<file path="src/rtl/cpc_pkg.sv">
// constants shared by the charge path controller, its checker and its bench
// assumes a single 250 MHz core clock and a synchronous active-high reset
//
// Summary of operation
// - optimizer enable bit resets to 1; writing 0 disables the optimizer
// - when enabled, the optimizer runs after dedicated-port or high-voltage source detection
// - the force bit starts an optimizer run whatever source was detected
// - effective limit is optimizer result or host limit, clamped by limit pin
// - boost starts only when all five conditions hold, after 30 ms
// - boost frequency selectable; its writes ignored while boost config set; pulse-skip optional
// - in boost input type reads 111; output voltage default 5.126 V, adjustable
// - boost held while battery above selected exit threshold, ends below it
// - system rail regulated at or above minimum-system setting, default 3.5 V
// - minimum-system flag high only while that regulation is active
// - input overload reduces charge current and sets voltage or current flag
// - battery switch on when rail below battery; off below depletion threshold
// - charging enabled when enable bit is 1 and active-low pin is low
// - charge parameters reset to 4.352 V, 2.048 A, 128 mA, 256 mA, 12 h
// - new cycle needs converter, enable, nonzero current, no faults, no force-off
// - terminate on low current and high voltage, never in input or thermal regulation
// - after done, recharge below selected threshold or enable toggle starts a cycle
// - status pin low charging, high done or off, blinking on fault, disable option
// - phase codes 00 off, 01 pre, 10 fast, 11 done; interrupt on completion
// - current chosen by battery voltage: short below 2 V, pre to 3 V, fast above
// - in input or thermal regulation, inhibit termination and halve safety timer rate
package cpc_pkg;

  localparam int unsigned CLK_MHZ        = 250;
  localparam int unsigned TICK_NS        = 1000;
  localparam int unsigned TICK_CYC       = TICK_NS * CLK_MHZ / 1000;
  localparam int unsigned STEPUP_DLY_MS  = 30;
  localparam int unsigned STEPUP_DLY_US  = STEPUP_DLY_MS * 1000;
  localparam int unsigned BLINK_MS       = 500;
  localparam int unsigned BLINK_US       = BLINK_MS * 1000;

  // register byte offsets
  localparam logic [7:0] OFS_CTRL   = 8'h00;
  localparam logic [7:0] OFS_LIMIT  = 8'h04;
  localparam logic [7:0] OFS_CHARGE = 8'h08;
  localparam logic [7:0] OFS_STATUS = 8'h0c;
  localparam logic [7:0] OFS_OPTRES = 8'h10;

  // control register bits
  localparam int unsigned B_OPT_EN    = 0;
  localparam int unsigned B_OPT_FORCE = 1;
  localparam int unsigned B_LIMPIN_EN = 2;
  localparam int unsigned B_CHG_EN    = 3;
  localparam int unsigned B_STATUS_PIN_DISABLE  = 4;
  localparam int unsigned B_SU_CFG    = 5;
  localparam int unsigned B_SU_FREQ   = 6;
  localparam int unsigned B_SU_PSDIS  = 7;
  localparam int unsigned B_SW_OFF    = 8;
  localparam int unsigned B_RECHG_SEL = 9;
  localparam int unsigned B_EXIT_SEL  = 10;
  localparam int unsigned B_SU_HOT    = 11;
  localparam int unsigned B_SU_COLD   = 13;
  localparam logic [31:0] CTRL_RST    = 32'h0000_000d;
  localparam logic [31:0] CTRL_MASK   = 32'h0000_7fff;

  // limit register fields
  localparam int unsigned F_HOSTLIM = 0;
  localparam int unsigned F_MINSYS  = 8;
  localparam int unsigned F_SUVOLT  = 12;
  localparam logic [31:0] LIMIT_RST  = 32'h0000_9508;
  localparam logic [31:0] LIMIT_MASK = 32'h0000_f73f;

  // charge parameter fields; defaults give 4.352 V, 2.048 A, 128 mA, 256 mA, 12 h
  localparam int unsigned F_FCC   = 0;
  localparam int unsigned F_PRE   = 8;
  localparam int unsigned F_TERM  = 12;
  localparam int unsigned F_VREG  = 16;
  localparam int unsigned F_TMR   = 22;
  localparam int unsigned B_TPROF = 24;
  localparam logic [31:0] CHARGE_RST  = 32'h01a0_3120;
  localparam logic [31:0] CHARGE_MASK = 32'h01ff_ff7f;

  localparam logic [2:0] SRC_DCP   = 3'h3;
  localparam logic [2:0] SRC_HV    = 3'h4;
  localparam logic [2:0] SRC_BOOST = 3'h7;

  localparam logic [1:0] PH_OFF  = 2'h0;
  localparam logic [1:0] PH_PRE  = 2'h1;
  localparam logic [1:0] PH_FAST = 2'h2;
  localparam logic [1:0] PH_DONE = 2'h3;

  localparam logic [1:0] CUR_SHORT = 2'h0;
  localparam logic [1:0] CUR_PRE   = 2'h1;
  localparam logic [1:0] CUR_FAST  = 2'h2;

  typedef enum logic [3:0] {
    CHG_IDLE = 4'b0001,
    CHG_PRE  = 4'b0010,
    CHG_FAST = 4'b0100,
    CHG_DONE = 4'b1000
  } cpc_chg_t;

endpackage : cpc_pkg
</file>
<file path="src/rtl/cpc_charge_path.sv">
// charge path controller: optimizer sequencing, input limit selection, boost control,
// power-path flags and the autonomous charge-cycle sequencer, with an APB register file
// assumes analog comparators and detectors outside drive the level inputs asynchronously
`timescale 1ns/1ps
`default_nettype none
module cpc_charge_path
  import cpc_pkg::*;
#(
  parameter int unsigned LIM_W    = 6,
  parameter int unsigned SU_DLY_US = STEPUP_DLY_US,
  parameter int unsigned BLINK_TK  = BLINK_US
) (
  input  wire logic             core_clk,
  input  wire logic             rst,
  input  wire logic             psel,
  input  wire logic             penable,
  input  wire logic             pwrite,
  input  wire logic [7:0]       paddr,
  input  wire logic [31:0]      pwdata,
  input  wire logic [3:0]       pstrb,
  output logic      [31:0]      prdata,
  output logic                  pready,
  output logic                  pslverr,
  input  wire logic [2:0]       srcType,
  input  wire logic             srcDetectDone,
  input  wire logic             optimizerDone,
  input  wire logic [LIM_W-1:0] optimizerResult,
  input  wire logic [LIM_W-1:0] extLimitPin,
  input  wire logic             batAboveStepUpEn,
  input  wire logic             inputBelowBatSleep,
  input  wire logic             stepUpEnablePin,
  input  wire logic             thermInStepUpWindow,
  input  wire logic             batAboveExitLow,
  input  wire logic             batAboveExitHigh,
  input  wire logic             sysInMinReg,
  input  wire logic             inputOverCurrent,
  input  wire logic             inputUnderVoltage,
  input  wire logic             sysBelowBat,
  input  wire logic             batBelowDepletion,
  input  wire logic             chargeEnablePin_n,
  input  wire logic             converterStarted,
  input  wire logic             thermFault,
  input  wire logic             timerFault,
  input  wire logic             thermalReg,
  input  wire logic             chgCurBelowTerm,
  input  wire logic             batAboveRechgLow,
  input  wire logic             batAboveRechgHigh,
  input  wire logic             batBelow2v,
  input  wire logic             batBelow3v,
  output logic                  optimizerRun,
  output logic      [LIM_W-1:0] effInputLimit,
  output logic                  stepUpRun,
  output logic                  stepUpFreqHigh,
  output logic                  stepUpPulseSkip,
  output logic      [3:0]       stepUpVoltage,
  output logic      [2:0]       minSysVoltage,
  output logic                  chargeReduce,
  output logic                  batterySwitchOn,
  output logic                  chargeRun,
  output logic      [1:0]       chargeCurSel,
  output logic                  safetyTick,
  output logic                  statusPinOut,
  output logic                  statusPinOe,
  output logic                  intPulse
);

  initial begin
    if (LIM_W < 1 || LIM_W > 8) $error("cpc_charge_path: LIM_W must be 1 to 8");
    if (SU_DLY_US < 1 || BLINK_TK < 1) $error("cpc_charge_path: counts must be nonzero");
  end

  //////////////////////////////////////////////////////////////////////////////
  // pin synchronisation

  localparam int unsigned NLVL = 23 + 2 * LIM_W + 3;

  logic [NLVL-1:0]  pinRaw;
  logic [NLVL-1:0]  pinLvl;
  logic [2:0]       srcTypeS;
  logic [LIM_W-1:0] optResS;
  logic [LIM_W-1:0] extLimS;
  logic detDoneS, optDoneS, suBatOk, suInLow, suPin, suTherm, exitLo, exitHi;
  logic minRegS, overCurS, underVoltS, sysLowS, depleteS, ceNS, convS, thFltS;
  logic tmFltS, thRegS, belowTermS, rchgLoS, rchgHiS, below2vS, below3vS;

  assign pinRaw = {srcType, optimizerResult, extLimitPin, srcDetectDone, optimizerDone,
                   batAboveStepUpEn, inputBelowBatSleep, stepUpEnablePin,
                   thermInStepUpWindow, batAboveExitLow, batAboveExitHigh, sysInMinReg,
                   inputOverCurrent, inputUnderVoltage, sysBelowBat, batBelowDepletion,
                   chargeEnablePin_n, converterStarted, thermFault, timerFault, thermalReg,
                   chgCurBelowTerm, batAboveRechgLow, batAboveRechgHigh, batBelow2v,
                   batBelow3v};

  assign {srcTypeS, optResS, extLimS, detDoneS, optDoneS, suBatOk, suInLow, suPin, suTherm,
          exitLo, exitHi, minRegS, overCurS, underVoltS, sysLowS, depleteS, ceNS, convS,
          thFltS, tmFltS, thRegS, belowTermS, rchgLoS, rchgHiS, below2vS,
          below3vS} = pinLvl;

  cpc_pin_sync #(.WIDTH(NLVL)) u_sync (
    .core_clk (core_clk),
    .rst      (rst),
    .pinIn    (pinRaw),
    .levelOut (pinLvl)
  );

  logic detDone_q;
  logic optDone_q;
  logic detRise;
  logic optRise;

  always_ff @(posedge core_clk) begin
    if (rst) begin
      detDone_q <= 1'b0;
      optDone_q <= 1'b0;
    end else begin
      detDone_q <= detDoneS;
      optDone_q <= optDoneS;
    end
  end

  assign detRise = detDoneS & ~detDone_q;
  assign optRise = optDoneS & ~optDone_q;

  //////////////////////////////////////////////////////////////////////////////
  // register file over APB, single-cycle answer

  logic [31:0] ctrl_q;
  logic [31:0] limit_q;
  logic [31:0] charge_q;
  logic [31:0] wmask;
  logic        wr;
  logic        hitCtrl, hitLimit, hitCharge, hitStatus, hitOptRes, hit;

  assign wmask = {{8{pstrb[3]}}, {8{pstrb[2]}}, {8{pstrb[1]}}, {8{pstrb[0]}}};
  assign wr    = psel & penable & pwrite;
  assign hitCtrl   = (paddr == OFS_CTRL);
  assign hitLimit  = (paddr == OFS_LIMIT);
  assign hitCharge = (paddr == OFS_CHARGE);
  assign hitStatus = (paddr == OFS_STATUS);
  assign hitOptRes = (paddr == OFS_OPTRES);
  assign hit       = hitCtrl | hitLimit | hitCharge | hitStatus | hitOptRes;

  logic [31:0] ctrlWr;
  logic        optForceSet;

  always_comb begin
    ctrlWr = ((ctrl_q & ~wmask) | (pwdata & wmask)) & CTRL_MASK;
    // frequency must not change under a running boost configuration
    ctrlWr[B_SU_FREQ] = ctrl_q[B_SU_CFG] ? ctrl_q[B_SU_FREQ] : ctrlWr[B_SU_FREQ];
    ctrlWr[B_OPT_FORCE] = 1'b0;
  end

  assign optForceSet = wr & hitCtrl & pstrb[0] & pwdata[B_OPT_FORCE];

  logic optEnd;

  always_ff @(posedge core_clk) begin
    if (rst) begin
      ctrl_q <= CTRL_RST;
    end else begin
      if (wr && hitCtrl) begin
        ctrl_q <= ctrlWr;
      end
      // software set wins over the run-complete clear
      if (optForceSet) begin
        ctrl_q[B_OPT_FORCE] <= 1'b1;
      end else if (optEnd) begin
        ctrl_q[B_OPT_FORCE] <= 1'b0;
      end
    end
  end

  always_ff @(posedge core_clk) begin
    if (rst) begin
      limit_q <= LIMIT_RST;
    end else if (wr && hitLimit) begin
      limit_q <= ((limit_q & ~wmask) | (pwdata & wmask)) & LIMIT_MASK;
    end
  end

  always_ff @(posedge core_clk) begin
    if (rst) begin
      charge_q <= CHARGE_RST;
    end else if (wr && hitCharge) begin
      charge_q <= ((charge_q & ~wmask) | (pwdata & wmask)) & CHARGE_MASK;
    end
  end

  logic [31:0] statusWord;
  logic [1:0]  phase;
  logic [2:0]  inTypeStat;
  logic        vRegFlag;
  logic        iRegFlag;
  logic        suppl_q;
  logic [LIM_W-1:0] optLim_q;

  assign statusWord = {8'h00, 2'h0, effInputLimit, 5'h00, optimizerRun, stepUpRun,
                       suppl_q, iRegFlag, vRegFlag, minRegS, inTypeStat, phase};

  assign pready = 1'b1;

  always_comb begin
    prdata  = 32'h0000_0000;
    pslverr = psel & penable & ~hit;
    if (hitCtrl) begin
      prdata = ctrl_q;
    end else if (hitLimit) begin
      prdata = limit_q;
    end else if (hitCharge) begin
      prdata = charge_q;
    end else if (hitStatus) begin
      prdata = statusWord;
    end else if (hitOptRes) begin
      prdata = {{(32 - LIM_W){1'b0}}, optLim_q};
    end
  end

  //////////////////////////////////////////////////////////////////////////////
  // input current optimizer and effective limit

  logic optAutoStart;
  logic runOpt_q;

  assign optAutoStart = ctrl_q[B_OPT_EN] & detRise &
                        ((srcTypeS == SRC_DCP) | (srcTypeS == SRC_HV));
  assign optEnd = runOpt_q & optRise;

  always_ff @(posedge core_clk) begin
    if (rst) begin
      runOpt_q <= 1'b0;
      optLim_q <= '0;
    end else if (optEnd) begin
      runOpt_q <= 1'b0;
      optLim_q <= optResS;
    end else if (optAutoStart || ctrl_q[B_OPT_FORCE]) begin
      runOpt_q <= 1'b1;
    end
  end

  assign optimizerRun = runOpt_q;

  logic [LIM_W-1:0] baseLim;
  logic [LIM_W-1:0] effLim_d;

  always_comb begin
    baseLim  = ctrl_q[B_OPT_EN] ? optLim_q : limit_q[F_HOSTLIM +: LIM_W];
    effLim_d = baseLim;
    if (ctrl_q[B_LIMPIN_EN] && extLimS < baseLim) begin
      effLim_d = extLimS;
    end
  end

  always_ff @(posedge core_clk) begin
    if (rst) begin
      effInputLimit <= '0;
    end else begin
      effInputLimit <= effLim_d;
    end
  end

  //////////////////////////////////////////////////////////////////////////////
  // microsecond tick shared by boost delay, blink and safety timer

  localparam int unsigned TW = $clog2(TICK_CYC);
  logic [TW-1:0] tickCnt_q;
  logic          tick;

  assign tick = (tickCnt_q == TW'(TICK_CYC - 1));

  always_ff @(posedge core_clk) begin
    if (rst || tick) begin
      tickCnt_q <= '0;
    end else begin
      tickCnt_q <= tickCnt_q + 1'b1;
    end
  end

  //////////////////////////////////////////////////////////////////////////////
  // boost mode

  localparam int unsigned DW = $clog2(SU_DLY_US + 1);
  logic [DW-1:0] suDly_q;
  logic          suReq;
  logic          suExitOk;
  logic          suRun_q;

  assign suReq = suBatOk & suInLow & suPin & ctrl_q[B_SU_CFG] & suTherm;
  assign suExitOk = ctrl_q[B_EXIT_SEL] ? exitHi : exitLo;

  always_ff @(posedge core_clk) begin
    if (rst) begin
      suDly_q <= '0;
      suRun_q <= 1'b0;
    end else if (!suReq && !suRun_q) begin
      suDly_q <= '0;
    end else if (suRun_q) begin
      // once running, only the exit threshold, a dropped enable or leaving the thermal window ends boost
      if (!suExitOk || !suPin || !ctrl_q[B_SU_CFG] || !suTherm) begin
        suRun_q <= 1'b0;
        suDly_q <= '0;
      end
    end else if (suDly_q == DW'(SU_DLY_US)) begin
      suRun_q <= 1'b1;
    end else if (tick) begin
      suDly_q <= suDly_q + 1'b1;
    end
  end

  assign stepUpRun       = suRun_q;
  assign stepUpFreqHigh  = ctrl_q[B_SU_FREQ];
  assign stepUpPulseSkip = ~ctrl_q[B_SU_PSDIS];
  assign stepUpVoltage   = limit_q[F_SUVOLT +: 4];
  assign inTypeStat      = suRun_q ? SRC_BOOST : srcTypeS;

  //////////////////////////////////////////////////////////////////////////////
  // power path

  assign minSysVoltage = limit_q[F_MINSYS +: 3];
  assign vRegFlag      = underVoltS;
  assign iRegFlag      = overCurS;
  assign chargeReduce  = underVoltS | overCurS;

  always_ff @(posedge core_clk) begin
    if (rst) begin
      suppl_q <= 1'b0;
    end else if (depleteS) begin
      suppl_q <= 1'b0;
    end else if (sysLowS) begin
      suppl_q <= 1'b1;
    end
  end

  //////////////////////////////////////////////////////////////////////////////
  // charge cycle sequencer

  cpc_chg_t chg_q;
  cpc_chg_t chg_d;
  logic     chgAllowed;
  logic     startOk;
  logic     inReg;
  logic     rechgLow;
  logic     termNow;

  assign chgAllowed = ctrl_q[B_CHG_EN] & ~ceNS;
  assign startOk = convS & chgAllowed & (charge_q[F_FCC +: 7] != 7'h00) & ~thFltS &
                   ~tmFltS & ~ctrl_q[B_SW_OFF];
  assign inReg    = underVoltS | overCurS | thRegS;
  assign rechgLow = ctrl_q[B_RECHG_SEL] ? ~rchgHiS : ~rchgLoS;
  assign termNow  = belowTermS & ~rechgLow & ~inReg;

  always_comb begin
    chg_d = chg_q;
    case (chg_q)
      CHG_IDLE: begin
        if (startOk) begin
          chg_d = below3vS ? CHG_PRE : CHG_FAST;
        end
      end
      CHG_PRE: begin
        if (!startOk) begin
          chg_d = CHG_IDLE;
        end else if (!below3vS) begin
          chg_d = CHG_FAST;
        end
      end
      CHG_FAST: begin
        if (!startOk) begin
          chg_d = CHG_IDLE;
        end else if (termNow) begin
          chg_d = CHG_DONE;
        end
      end
      CHG_DONE: begin
        // dropping the enable returns to idle so re-enabling starts afresh
        if (!chgAllowed) begin
          chg_d = CHG_IDLE;
        end else if (rechgLow && startOk) begin
          chg_d = below3vS ? CHG_PRE : CHG_FAST;
        end
      end
      default: chg_d = CHG_IDLE;
    endcase
  end

  always_ff @(posedge core_clk) begin
    if (rst) begin
      chg_q <= CHG_IDLE;
    end else begin
      chg_q <= chg_d;
    end
  end

  always_comb begin
    case (chg_q)
      CHG_PRE:  phase = PH_PRE;
      CHG_FAST: phase = PH_FAST;
      CHG_DONE: phase = PH_DONE;
      default:  phase = PH_OFF;
    endcase
  end

  logic charging;

  assign charging  = (chg_q == CHG_PRE) | (chg_q == CHG_FAST);
  assign chargeRun = charging;
  assign batterySwitchOn = ~ctrl_q[B_SW_OFF] & (charging | suppl_q);

  always_ff @(posedge core_clk) begin
    if (rst) begin
      chargeCurSel <= CUR_FAST;
    end else if (below2vS) begin
      chargeCurSel <= CUR_SHORT;
    end else if (below3vS) begin
      chargeCurSel <= CUR_PRE;
    end else begin
      chargeCurSel <= CUR_FAST;
    end
  end

  // safety timer base: every other tick while the current is held back by regulation
  logic halfPh_q;

  always_ff @(posedge core_clk) begin
    if (rst) begin
      halfPh_q <= 1'b0;
    end else if (tick) begin
      halfPh_q <= ~halfPh_q;
    end
  end

  assign safetyTick = charging & tick & (~inReg | halfPh_q);

  //////////////////////////////////////////////////////////////////////////////
  // status pin and interrupt

  localparam int unsigned BW = $clog2(BLINK_TK + 1);
  logic [BW-1:0] blinkCnt_q;
  logic          blink_q;
  logic          fault;

  assign fault = chgAllowed & (thFltS | tmFltS);

  always_ff @(posedge core_clk) begin
    if (rst || !fault) begin
      blinkCnt_q <= '0;
      blink_q    <= 1'b0;
    end else if (tick) begin
      if (blinkCnt_q == BW'(BLINK_TK - 1)) begin
        blinkCnt_q <= '0;
        blink_q    <= ~blink_q;
      end else begin
        blinkCnt_q <= blinkCnt_q + 1'b1;
      end
    end
  end

  // open drain: enable high pulls the pin low; released means high
  assign statusPinOut = 1'b0;

  always_ff @(posedge core_clk) begin
    if (rst || ctrl_q[B_STATUS_PIN_DISABLE]) begin
      statusPinOe <= 1'b0;
    end else if (fault) begin
      statusPinOe <= ~blink_q;
    end else begin
      statusPinOe <= charging;
    end
  end

  always_ff @(posedge core_clk) begin
    if (rst) begin
      intPulse <= 1'b0;
    end else begin
      intPulse <= (chg_d == CHG_DONE && chg_q != CHG_DONE) | optEnd;
    end
  end

endmodule : cpc_charge_path
`default_nettype wire

</file>
<file path="src/rtl/cpc_pin_sync.sv">
// three-stage synchroniser for a group of pin levels
// assumes every bit is an independent level from outside the core clock domain
`timescale 1ns/1ps
`default_nettype none
module cpc_pin_sync #(
  parameter int unsigned WIDTH = 1
) (
  input  wire logic             core_clk,
  input  wire logic             rst,
  input  wire logic [WIDTH-1:0] pinIn,
  output logic      [WIDTH-1:0] levelOut
);

  initial begin
    if (WIDTH < 1) $error("cpc_pin_sync: WIDTH must be at least 1");
  end

  logic [WIDTH-1:0] meta_q;
  logic [WIDTH-1:0] s2_q;
  logic [WIDTH-1:0] s3_q;

  always_ff @(posedge core_clk) begin
    meta_q <= pinIn;
    s2_q   <= meta_q;
    s3_q   <= s2_q;
  end

  // a bit changes only once stages two and three agree, filtering one-cycle glitches
  for (genvar i = 0; i < WIDTH; i++) begin : g_bit
    always_ff @(posedge core_clk) begin
      if (rst) begin
        levelOut[i] <= 1'b0;
      end else if (s2_q[i] == s3_q[i]) begin
        levelOut[i] <= s3_q[i];
      end
    end
  end

endmodule : cpc_pin_sync
`default_nettype wire

</file>
<file path="config.mk">
export PLATFORM = sky130hd
export DESIGN_NAME = cpc_charge_path
export DESIGN_NICKNAME = d
export VERILOG_FILES = /design/src/rtl/cpc_pkg.sv /design/src/rtl/cpc_charge_path.sv /design/src/rtl/cpc_pin_sync.sv
export SDC_FILE = /design/constraint.sdc
export NUM_CORES = 1
export LEC_CHECK = 0
export ABC_CLOCK_PERIOD_IN_PS = 3600
export BUFFER_PORTS_ARGS = -buffer_cell sky130_fd_sc_hd__buf_2
export CORE_ASPECT_RATIO = 0.8
export CORE_MARGIN = 10
export CORE_UTILIZATION = 56
export CTS_CLUSTER_SIZE = 20
export DETAILED_ROUTE_END_ITERATION = 12
export GPL_ROUTABILITY_DRIVEN = 0
export GPL_TIMING_DRIVEN = 0
export PLACE_DENSITY = 0.81
export SYNTH_ARGS = -nofsm -noshare
export SYNTH_HDL_FRONTEND = slang
export SYNTH_SLANG_ARGS = --single-unit
</file>
<file path="constraint.sdc">
create_clock -name core_clk -period 3.6 [get_ports core_clk]
set_input_delay 0.9 -clock core_clk [delete_from_list [all_inputs] [get_ports core_clk]]
set_output_delay 0.9 -clock core_clk [all_outputs]
set_load 0.01 [all_outputs]
</file>
* After elaboration in Yosys (flattened, before gate mapping)
Cells that the tools add are included.
Storage, ports and cells: output and inout bits 60, logic and storage cells 250, bits of input ports 87, flip-flop bits (word level) 273
Operators by class: reductions and logical operators 32, $add $sub $neg 3, order comparisons 1, equality and inequality tests 55, multiplexer cells 34, bitwise gates (word level) 62
Operators by type and width (number):
- $mux 25 | 3
- $mux 15 | 4
- $and 25x25->25 | 2
- $eq 1x1->1 | 38
- $mux 4 | 7
- $and 1x1->1 | 27
- $not 25->25 | 1
- $or 25x25->25 | 1
- $mux 22 | 1
- $add 19x1->19 const B | 1
- $eq 19x19->1 const B | 1
- $mux 19 | 1
- $mux 6 | 3
- $and 16x16->16 | 1
- $eq 8x4->1 const B | 2
- $or 16x16->16 | 1
- $pmux 4 s4 | 1
- $add 15x1->15 const B | 1
- $and 15x15->15 | 1
- $eq 15x15->1 const B | 1
- $not 1->1 | 15
- $or 15x15->15 | 1
- $or 1x1->1 | 12
- $add 8x1->8 const B | 1
- other kinds (27) | 60

* Logic depth before layout (Yosys ltp)
Gate-level depths: netlist (run 1).
depth in word-level cells 14, gate-level depth with buffers 10, depth with buffers taken out 7

* Hierarchy
From an unflattened synthesis (run 1), not the netlist that was laid out.
Unflattened totals: cell total of the unflattened synthesis 949, area total of the unflattened synthesis 9840.7 µm²
Modules (own cells, without submodules):
- cpc_charge_path | sequential area each 2422.3 µm², area each 6160.9 µm², times used 1, cells each 679
- cpc_pin_sync | sequential area each 3042.9 µm², area each 3679.8 µm², times used 1, cells each 270

* Worst setup path before layout (run 1)
Ideal clock, no wire load.
kind input to output, start input paddr[0], end output prdata[12], path buffers 3, arrival time 2677 ps, data required time 2700 ps, slack 23 ps, stages 7, cells stage by stage or4_1 -> clkbuf_1 -> nor4b_2 -> buf_2 -> buf_2 -> nand2_1 -> a21oi_1
On the way: cells in the longest elaborated chain, start to end 4, elaborated cells on any way between the ends 6, those cells by class 2 x eq/ne; 3 x mux; 1 x reduce/logical
RTL lines:
- from (decl) | RTL line cpc_charge_path.sv:18 | input wire logic [7:0] paddr,
- $eq 8x4->1 | RTL line cpc_charge_path.sv:138 | assign hitCharge = (paddr == OFS_CHARGE);
- $mux 25 | RTL line cpc_charge_path.sv:209 | end else if (hitCharge) begin
- $mux 25 | RTL line cpc_charge_path.sv:207 | end else if (hitLimit) begin
- $mux 25 (*) | RTL line cpc_charge_path.sv:205 | if (hitCtrl) begin
- to (decl) | RTL line cpc_charge_path.sv:21 | output logic [31:0] prdata,
Mark *: on every way between the ends. The rest lies on a longest branch, timed or not.

* Worst setup path in the final report (run 1)
start input paddr[0], end output prdata[6]
On the way: cells in the longest elaborated chain, start to end 5, elaborated cells on any way between the ends 8, those cells by class 3 x eq/ne; 4 x mux; 1 x reduce/logical
RTL lines:
- $eq 8x4->1 | RTL line cpc_charge_path.sv:139 | assign hitStatus = (paddr == OFS_STATUS);
- $mux 22 | RTL line cpc_charge_path.sv:211 | end else if (hitStatus) begin
- $mux 25 | RTL line cpc_charge_path.sv:209
- $mux 25 | RTL line cpc_charge_path.sv:207
- $mux 25 (*) | RTL line cpc_charge_path.sv:205
Marked as above.

==> results by group, run 1 <==
Worst hold path
  • Hold Crit Class: register to register
  • Hold EP: u_sync.s2_q[27]
  • WHS Path Cells: 0
  • Hold path startpoint: u_sync.meta_q[27]

STA
  • Final min period: roughly 3.6 ns
  • Final Hold Viols: 0
  • Slew margin rel.: 30.96%
  • RSZ-0062 raised after global routing: yes
  • Fin crit share: between 90% and 100%
  • Max Clock Freq: 278.4 MHz
  • Worst slew pin tran: between 1 and 1.5 ns
  • Slew Limit Fails: 0
  • Clock Skews: roughly 0.015 ns
  • Finish-stage setup viols: 0
  • Final worst slack: between 0.008 and 0.009 ns

Final layout
  • Register Area: about 5500 µm²
  • Nets@finish: between 1,000 and 1,500
  • Most common cell after layout, fill and taps aside: dfxtp_1
  • Filler cells: roughly 1,300
  • Most frequent cells in the layout: 273 x dfxtp_1, 133 x buf_2, 131 x nand2_1, 94 x a21oi_1, 81 x nor2_1
  • Share of layout cells above drive strength 1: roughly 20%
  • Area of the multi-input gates: around 3900 µm²
  • Area delta synth->final: 20.85%

Global route
  • GRT Max-Usage Layer: met2
  • Total track usage: a little over a fifth
  • Vias in the first global route: between 7,000 and 8,000
  • Met2 usage: around 33%
  • First-pass GRT wire length: about 39 mm
  • Met3 usage: 5.524%
  • Initial antenna violation count: 3
  • GR Overflow Total: 0
  • Largest net degree at the start of global routing: 16
  • Met1 Track Usage GR: 26.94%

CTS
  • CTS tree: built
  • Total CTS buffers: 25
  • Clock Root Buffer: clkbuf_16
  • Worst-skew pair later-pin latency: roughly 0.53 ns
  • Hold_buf cts: 0
  • Worst-case clock buffer depth: 3
  • Reg clk slew, reported paths: around 0.060 ns
  • CTS Sinks: 273
  • CTS H-tree depth: 1

Synthesis
  • EDFF count, synth: 0
  • Cell count after synthesis: 1,001
  • Flops & latches, synth: 273
  • Ys Warns: 0
  • Unique masters post-synth: between 60 and 70
  • Dominant synthesized flop cell: dfxtp_1
  • Seq/Total Area, Yosys: between 50 and 60%
  • Post-Syn Area per Cell: between 9 and 10 µm²
  • Asr flop ratio synth: 0%
  • Netlist area before placement: a little under 10,000 µm²

Worst setup path
  • Worst R2R Setup Slack: roughly 0.96 ns
  • Crit end category: output port
  • Top delay family on crit path: simple AND/OR/NAND/NOR gates
  • Reg-to-Reg End: effInputLimit[5]
  • CP bufs+invs: 3
  • Worst Path Max Fanout: 8
  • CP arrival: roughly 2.7 ns
  • Max stage delay on crit path: 0.62 ns
  • Setup crit start kind: input pin
  • Critical path class: input pin to output port
  • WP data required: between 2 and 3 ns
  • CP dominant cell by count: buf_2
  • Slowest cell on crit path: or4_4
  • Cells on worst reg2reg path: 8
  • Crit path cell chain: buf_2 > or4_4 > nor4b_4 > a222oi_1 > inv_1 > buf_2

Pwr
  • Max rail drop VDD: 0.0003780 V
  • Tot Pwr: a little over 6 mW
  • Power density over the cells: 526.9 nW/µm²
  • Leak: approximately 4.7 nW

Floorplan
  • Top Ports: between 100 and 150
  • Die X: roughly 170 µm
  • # rows: 42
  • Initial Util: 57.52%
  • Placeable core region: approximately 17,000 µm²
  • Full die area: roughly 23,000 µm²
  • Die height: 137.2 µm

Run status
  • Status: finished clean

Routing
  • Via count: ~7,900
  • First-pass iteration count of the detailed router: 6
  • Iteration-0 DRC Markers: 761
  • Vias per cell: 5.606
  • Routed Antenna Nets: 0
  • Drc violations: 0
  • Total Wirelength: approximately 25 mm
  • Routed wire per std cell: between 15 and 20 µm

Placed design
  • Half-perimeter wire length after placement: 17.36 mm
  • Port Buffers: 130
  • DP Worst Slack: -0.7847 ns

Flow run
  • Max_cap viols: 0
per-layer routing:
layer / wire, µm / part of all wire (%) / up-vias
met5: 13 / 0.052 / -
met4: 797 / 3.2 / 2
met3: 2333 / 9.4 / 59
met2: 11100 / 45 / 363
met1: 10660 / 43 / 3689
li1: - / - / 3814
synthesized netlist by cell type (all sizes together) (2+ instances only):
cell	n	share of area, %
nand4	11	0.72
nor2b	4	0.26
inv	13	0.51
nor4bb	2	0.21
clkbuf	32	1.3
or4b	3	0.31
and4	6	0.57
xnor2	16	1.5
o21ai	69	3.6
nor4	15	1.1
xor2	15	1.4
ha	10	1.3
nor3	16	0.83
or2	4	0.26
and2	4	0.26
nand4b	2	0.34
o31ai	4	0.31
and3	13	0.85
nor3b	3	0.23
a21o	3	0.23
nor4b	5	0.68
nand3	29	1.6
nand2b	7	0.46
a21oi	100	5.2
nor2	82	3.2
nand2	132	5.2
mux2i	30	3.1
dfxtp	273	57
a31oi	2	0.13
conb	2	0.078
a221oi	3	0.27
mux2	6	0.70
o41ai	2	0.18
or3	12	0.78
a211oi	9	0.70
a22oi	4	0.31
buf	27	1.9
nand3b	4	0.31
or4	3	0.23
a22o	7	0.64
o22ai	4	0.26
final cells by class:
class                   count  share of cell area, %
inverters                  13                 0.4200
clock inverters             9                 0.8724
repair buffers            141                  6.602
clock buffers              35                  6.311
plain buffers              57                  2.789
diodes                      3                0.06462
well taps                 220                  2.369
multi-input cells         663                  33.53
flip-flops and latches    273                  47.04
worst max path at each step:
stage                   from  cells past startpoint         end  slack (ns)
floorplan           paddr[0]                      7  prdata[12]        0.02
global placement    paddr[0]                      9  prdata[13]       -0.74
detailed placement  paddr[0]                      9  prdata[14]       -0.78
CTS                 paddr[6]                      8  prdata[21]       -0.02
global route        paddr[3]                      7   prdata[0]       -0.11
finish              paddr[0]                      6   prdata[6]       0.008
report_power, final:
group / total (mW) / internal, mW / switching [mW]
Sequential: 3.20 / 3.13 / 0.0626
Combinational: 0.274 / 0.112 / 0.162
Clock: 2.65 / 1.56 / 1.09
Total: 6.12 / 4.81 / 1.32
worst reg2reg max path, cell delays in order, from the launching register on:
cell,delay [ns]
dfxtp_1,0.31
clkbuf_1,0.41
mux2i_1,0.40
ha_1,0.32
a21o_1,0.17
a21oi_1,0.14
o21ai_0,0.16
clkbuf_1,0.25
a211oi_1,0.39
kinds of logic (layout without fill, tap and decap cells):
group           after synthesis  in the layout  synth area share, %
other cells                   2             12              0.07812
compound gates              217            217                12.79
flops                       273            273                56.85
fa+ha+maj                    10             10                1.302
simple gates                360            360                18.68
buf+inv                      72            255                3.644
xor+xnor                     31             31                2.824
mux                          36             36                3.827
timing repair:
action,4_1_cts,5_1_grt
resized for setup,21,13
gates cloned,2,1
pin swaps,5,5
setup endpoints to repair,23,20
buffers inserted,5,4
stage by stage:
step           hold WS, ns  utilization (%)  area, µm²  std cells  TNS (ns)
2_1_floorplan       0.3096                -       9639       1008         0
5_1_grt             0.3300            69.49      11610       1412   -0.1256
3_3_place_gp        0.3104            63.22      10570       1358    -12.10
4_1_cts             0.3272            69.14      11550       1408  -0.06816
3_5_place_dp        0.3121            63.22      10570       1358    -12.53
6_report            0.3260            69.52      11620       1414         0
(Power assumes the default switching activity.)
==> run 2, diff against run 1 <==
Settings changed: CAP_MARGIN from default to 20, CORE_UTILIZATION 56 to 50, PLACE_DENSITY 0.81 to 0.74.
==> run 2 against run 1 <==
Effect of this change:
- the run now ends with setup timing left
- register-to-register slack gained 0.02 ns
- count of clock-buffer cells in the layout shrank 1
- core utilization shrank 7.1 points
- power grew 3.6%
==> results by group, run 2 (synthesis gave the netlist of run 1 again) <==
Run status
  • Status: finished with violations
  • Failing checks: setup timing

Floorplan
  • Die X: 175.0 µm (+5.1%)
  • Top Ports: 147 (unchanged)
  • Full die area: 25,210 µm² (+10%)
  • Die height: 144.0 µm (+5.0%)
  • Placeable core region: 18,920 µm² (+13%)
  • # rows: 45 (+7.1%)
  • Initial Util: 50.81% (-6.7 points)

Routing
  • Vias per cell: 5.437 (-3.0%)
  • Routed Antenna Nets: 0 (unchanged)
  • Top sig layer: met5
  • Routed wire per std cell: 17.24 µm (-2.1%)
  • Iteration-0 DRC Markers: 737 (-3.2%)
  • First-pass iteration count of the detailed router: 5 (-1)
  • Total Wirelength: 25.03 mm (+0.54%)
  • Via count: 7,895 (-0.40%)
  • Met3 WL: 2.255 mm (-3.3%)
  • Drc violations: 0 (unchanged)
  • Post-Route M1 WL: 11.26 mm (+5.6%)
  • Wire length on met2: 10.86 mm (-2.1%)

Global route
  • Largest net degree at the start of global routing: 16 (unchanged)
  • Vias in the first global route: 7,526 (-1.2%)
  • Total track usage: 19.16% (-1.7 points)
  • Initial antenna violation count: 5 (+2)
  • First-pass GRT wire length: 39.31 mm (about the same)
  • GR Overflow Total: 0 (unchanged)

Worst setup path
  • Slowest cell on crit path: or4_4
  • WP data required: 2.70 ns (about the same)
  • Crit. Startpoint: paddr[7]
  • CP arrival: 2.75 ns (+0.06 ns)
  • CP dominant cell by count: buf_6
  • Critical path class: input pin to output port
  • Max stage delay on crit path: 0.63 ns (about the same)
  • Worst Path Max Fanout: 6 (-2)
  • Crit end category: output port
  • Cells on worst reg2reg path: 9 (+1)
  • End of the critical path: prdata[20]
  • Worst R2R Setup Slack: 0.98 ns (+0.02 ns)
  • Top delay family on crit path: simple AND/OR/NAND/NOR gates
  • Crit path cell chain: buf_6 > or4_4 > nor4b_4 > buf_6 > buf_8 > buf_12 > a22o_1 > buf_2
  • Setup crit start kind: input pin
  • CP bufs+invs: 5 (+2)
  • CP Depth: 8 (+2)
  • Reg-to-Reg End: effInputLimit[4]

STA
  • Final Hold Viols: 0 (unchanged)
  • Worst slew pin tran: 1.118 ns (+0.09155 ns)
  • Max Clock Freq: 273.6 MHz (-1.7%)
  • Final worst slack: -0.05442 ns (-0.06265 ns)
  • Final min period: 3.654 ns (+0.06265 ns)
  • Clock Skews: 0.01802 ns (+0.002749 ns)
  • RSZ-0062 raised after global routing: yes
  • Slew margin rel.: 24.80% (-6.2 points)
  • Fin crit share: 101.5% (+1.7 points)
  • Finish-stage setup viols: 16 (+16)
  • Slew Limit Fails: 0 (unchanged)
  • Hold Slack: 0.3243 ns (-0.001699 ns)

Final layout
  • Layout Utilization: 62.39% (-7.1 points)
  • Nets@finish: 1,270 (-0.079%)
  • Non-filler cells, final: 1,452 (+2.7%)
  • Most common cell after layout, fill and taps aside: dfxtp_1
  • Share of layout cells above drive strength 1: 20.89% (+0.49 points)
  • Area delta synth->final: 22.79%
  • Most frequent cells in the layout: 273 x dfxtp_1, 129 x nand2_1, 125 x buf_2, 94 x a21oi_1, 80 x nor2_1

Placed design
  • Port Buffers: 130 (unchanged)
  • Half-perimeter wire length after placement: 18.09 mm (+4.2%)
  • Post-Place Cells: 1,396 (+2.8%)

CTS
  • Hold_buf cts: 0 (unchanged)
  • Total CTS buffers: 26 (+4.0%)
  • Worst-skew pair later-pin latency: 0.53 ns (about the same)
  • CTS Sinks: 273 (unchanged)
  • CTS H-tree depth: 1 (unchanged)
  • CTS tree: built
  • Clock Root Buffer: clkbuf_16
  • Reg clk slew, reported paths: 0.06 ns (about the same)
  • Worst-case clock buffer depth: 3 (unchanged)

Pwr
  • Power density over the cells: 537.0 nW/µm² (+1.9%)
  • Max rail drop VDD: 0.0003367 V (-11%)
  • Leak: 4.753 nW (+0.69%)

Flow run
  • Max_cap viols: 0 (unchanged)

Worst hold path
  • Hold Crit Class: register to register
==> run 2: cell count changes in the layout (fill, tap and decap cells not counted), moves of 2 or more <==
cell       previous run  this run
clkbuf_16            25        27
and2_1                3         1
clkbuf_8              9         5
buf_6                 4        16
buf_2               133       125
nor2_2                0         2
nand2_1             131       129
and2_4                1         3
bufinv_16             2         4
buf_4                24        20
==> run 2: report_power, final <==
part | total, mW | leakage, nW | internal, mW | switching, mW
clock | 2.87 | 0.449 | 1.74 | 1.13
sequential | 3.20 | 2.25 | 3.13 | 0.0622
combinational | 0.275 | 2.05 | 0.113 | 0.162
total | 6.34 | 4.75 | 4.98 | 1.35
==> run 2: layout make-up <==
cell class / instances / area [µm²]
fill: 1580 / 7114
sequential: 273 / 5465
multi-input combinational: 663 / 3920
timing repair buffer: 138 / 794.5
clock buffer: 34 / 742.0
buffer: 58 / 331.6
tap: 258 / 322.8
clock inverter: 13 / 173.9
inverter: 13 / 48.80
antenna: 2 / 5.005
==> run 2: repair_timing <==
action / CTS / global route
setup endpoints to repair: 23 / 22
setup buffers: 8 / 0
resized for setup: 35 / 14
pin swaps: 20 / 8
==> run 2: worst reg2reg max path, cell delays in order, from the launching register on <==
cell and delay [ns]:
dfxtp_1 0.31, clkbuf_1 0.45, mux2i_1 0.23, ha_1 0.32, o21a_1 0.12, o2111ai_1 0.09, o21ai_0 0.27, clkbuf_1 0.36
nor2_1 0.07, a211oi_1 0.28
==> run 2: layer usage <==
layer,GRT usage [%],vias to the layer above
met5,0,-
met4,6.456,6
met3,5.315,46
met2,29.08,300
met1,25.84,3724
li1,-,3819
==> run 2: how the worst min path moves through the flow <==
stage	start	to	depth (start not counted)	slack, ns
after floorplan	u_sync.meta_q[0]	u_sync.s2_q[0]	0	0.31
after global placement	u_sync.meta_q[21]	u_sync.s2_q[21]	0	0.31
after detailed placement	u_sync.meta_q[17]	u_sync.s2_q[17]	0	0.31
after CTS	u_sync.meta_q[24]	u_sync.s2_q[24]	0	0.33
after global routing	u_sync.meta_q[9]	u_sync.s2_q[9]	0	0.33
final	u_sync.meta_q[28]	u_sync.s2_q[28]	0	0.32
==> run 2: stage by stage <==
step | setup WS (ns) | TNS [ns] | cell area (µm²) | total power, mW
floorplan | 0.02322 | 0 | 9639 | 3.395
CTS | -0.07456 | -0.9642 | 11740 | 6.376
detailed placement | -0.9282 | -15.37 | 10610 | 3.526
global placement | -0.9533 | -15.44 | 10610 | 3.516
global route | -0.07407 | -0.8277 | 11800 | 6.551
finish | -0.05442 | -0.3531 | 11800 | 6.339
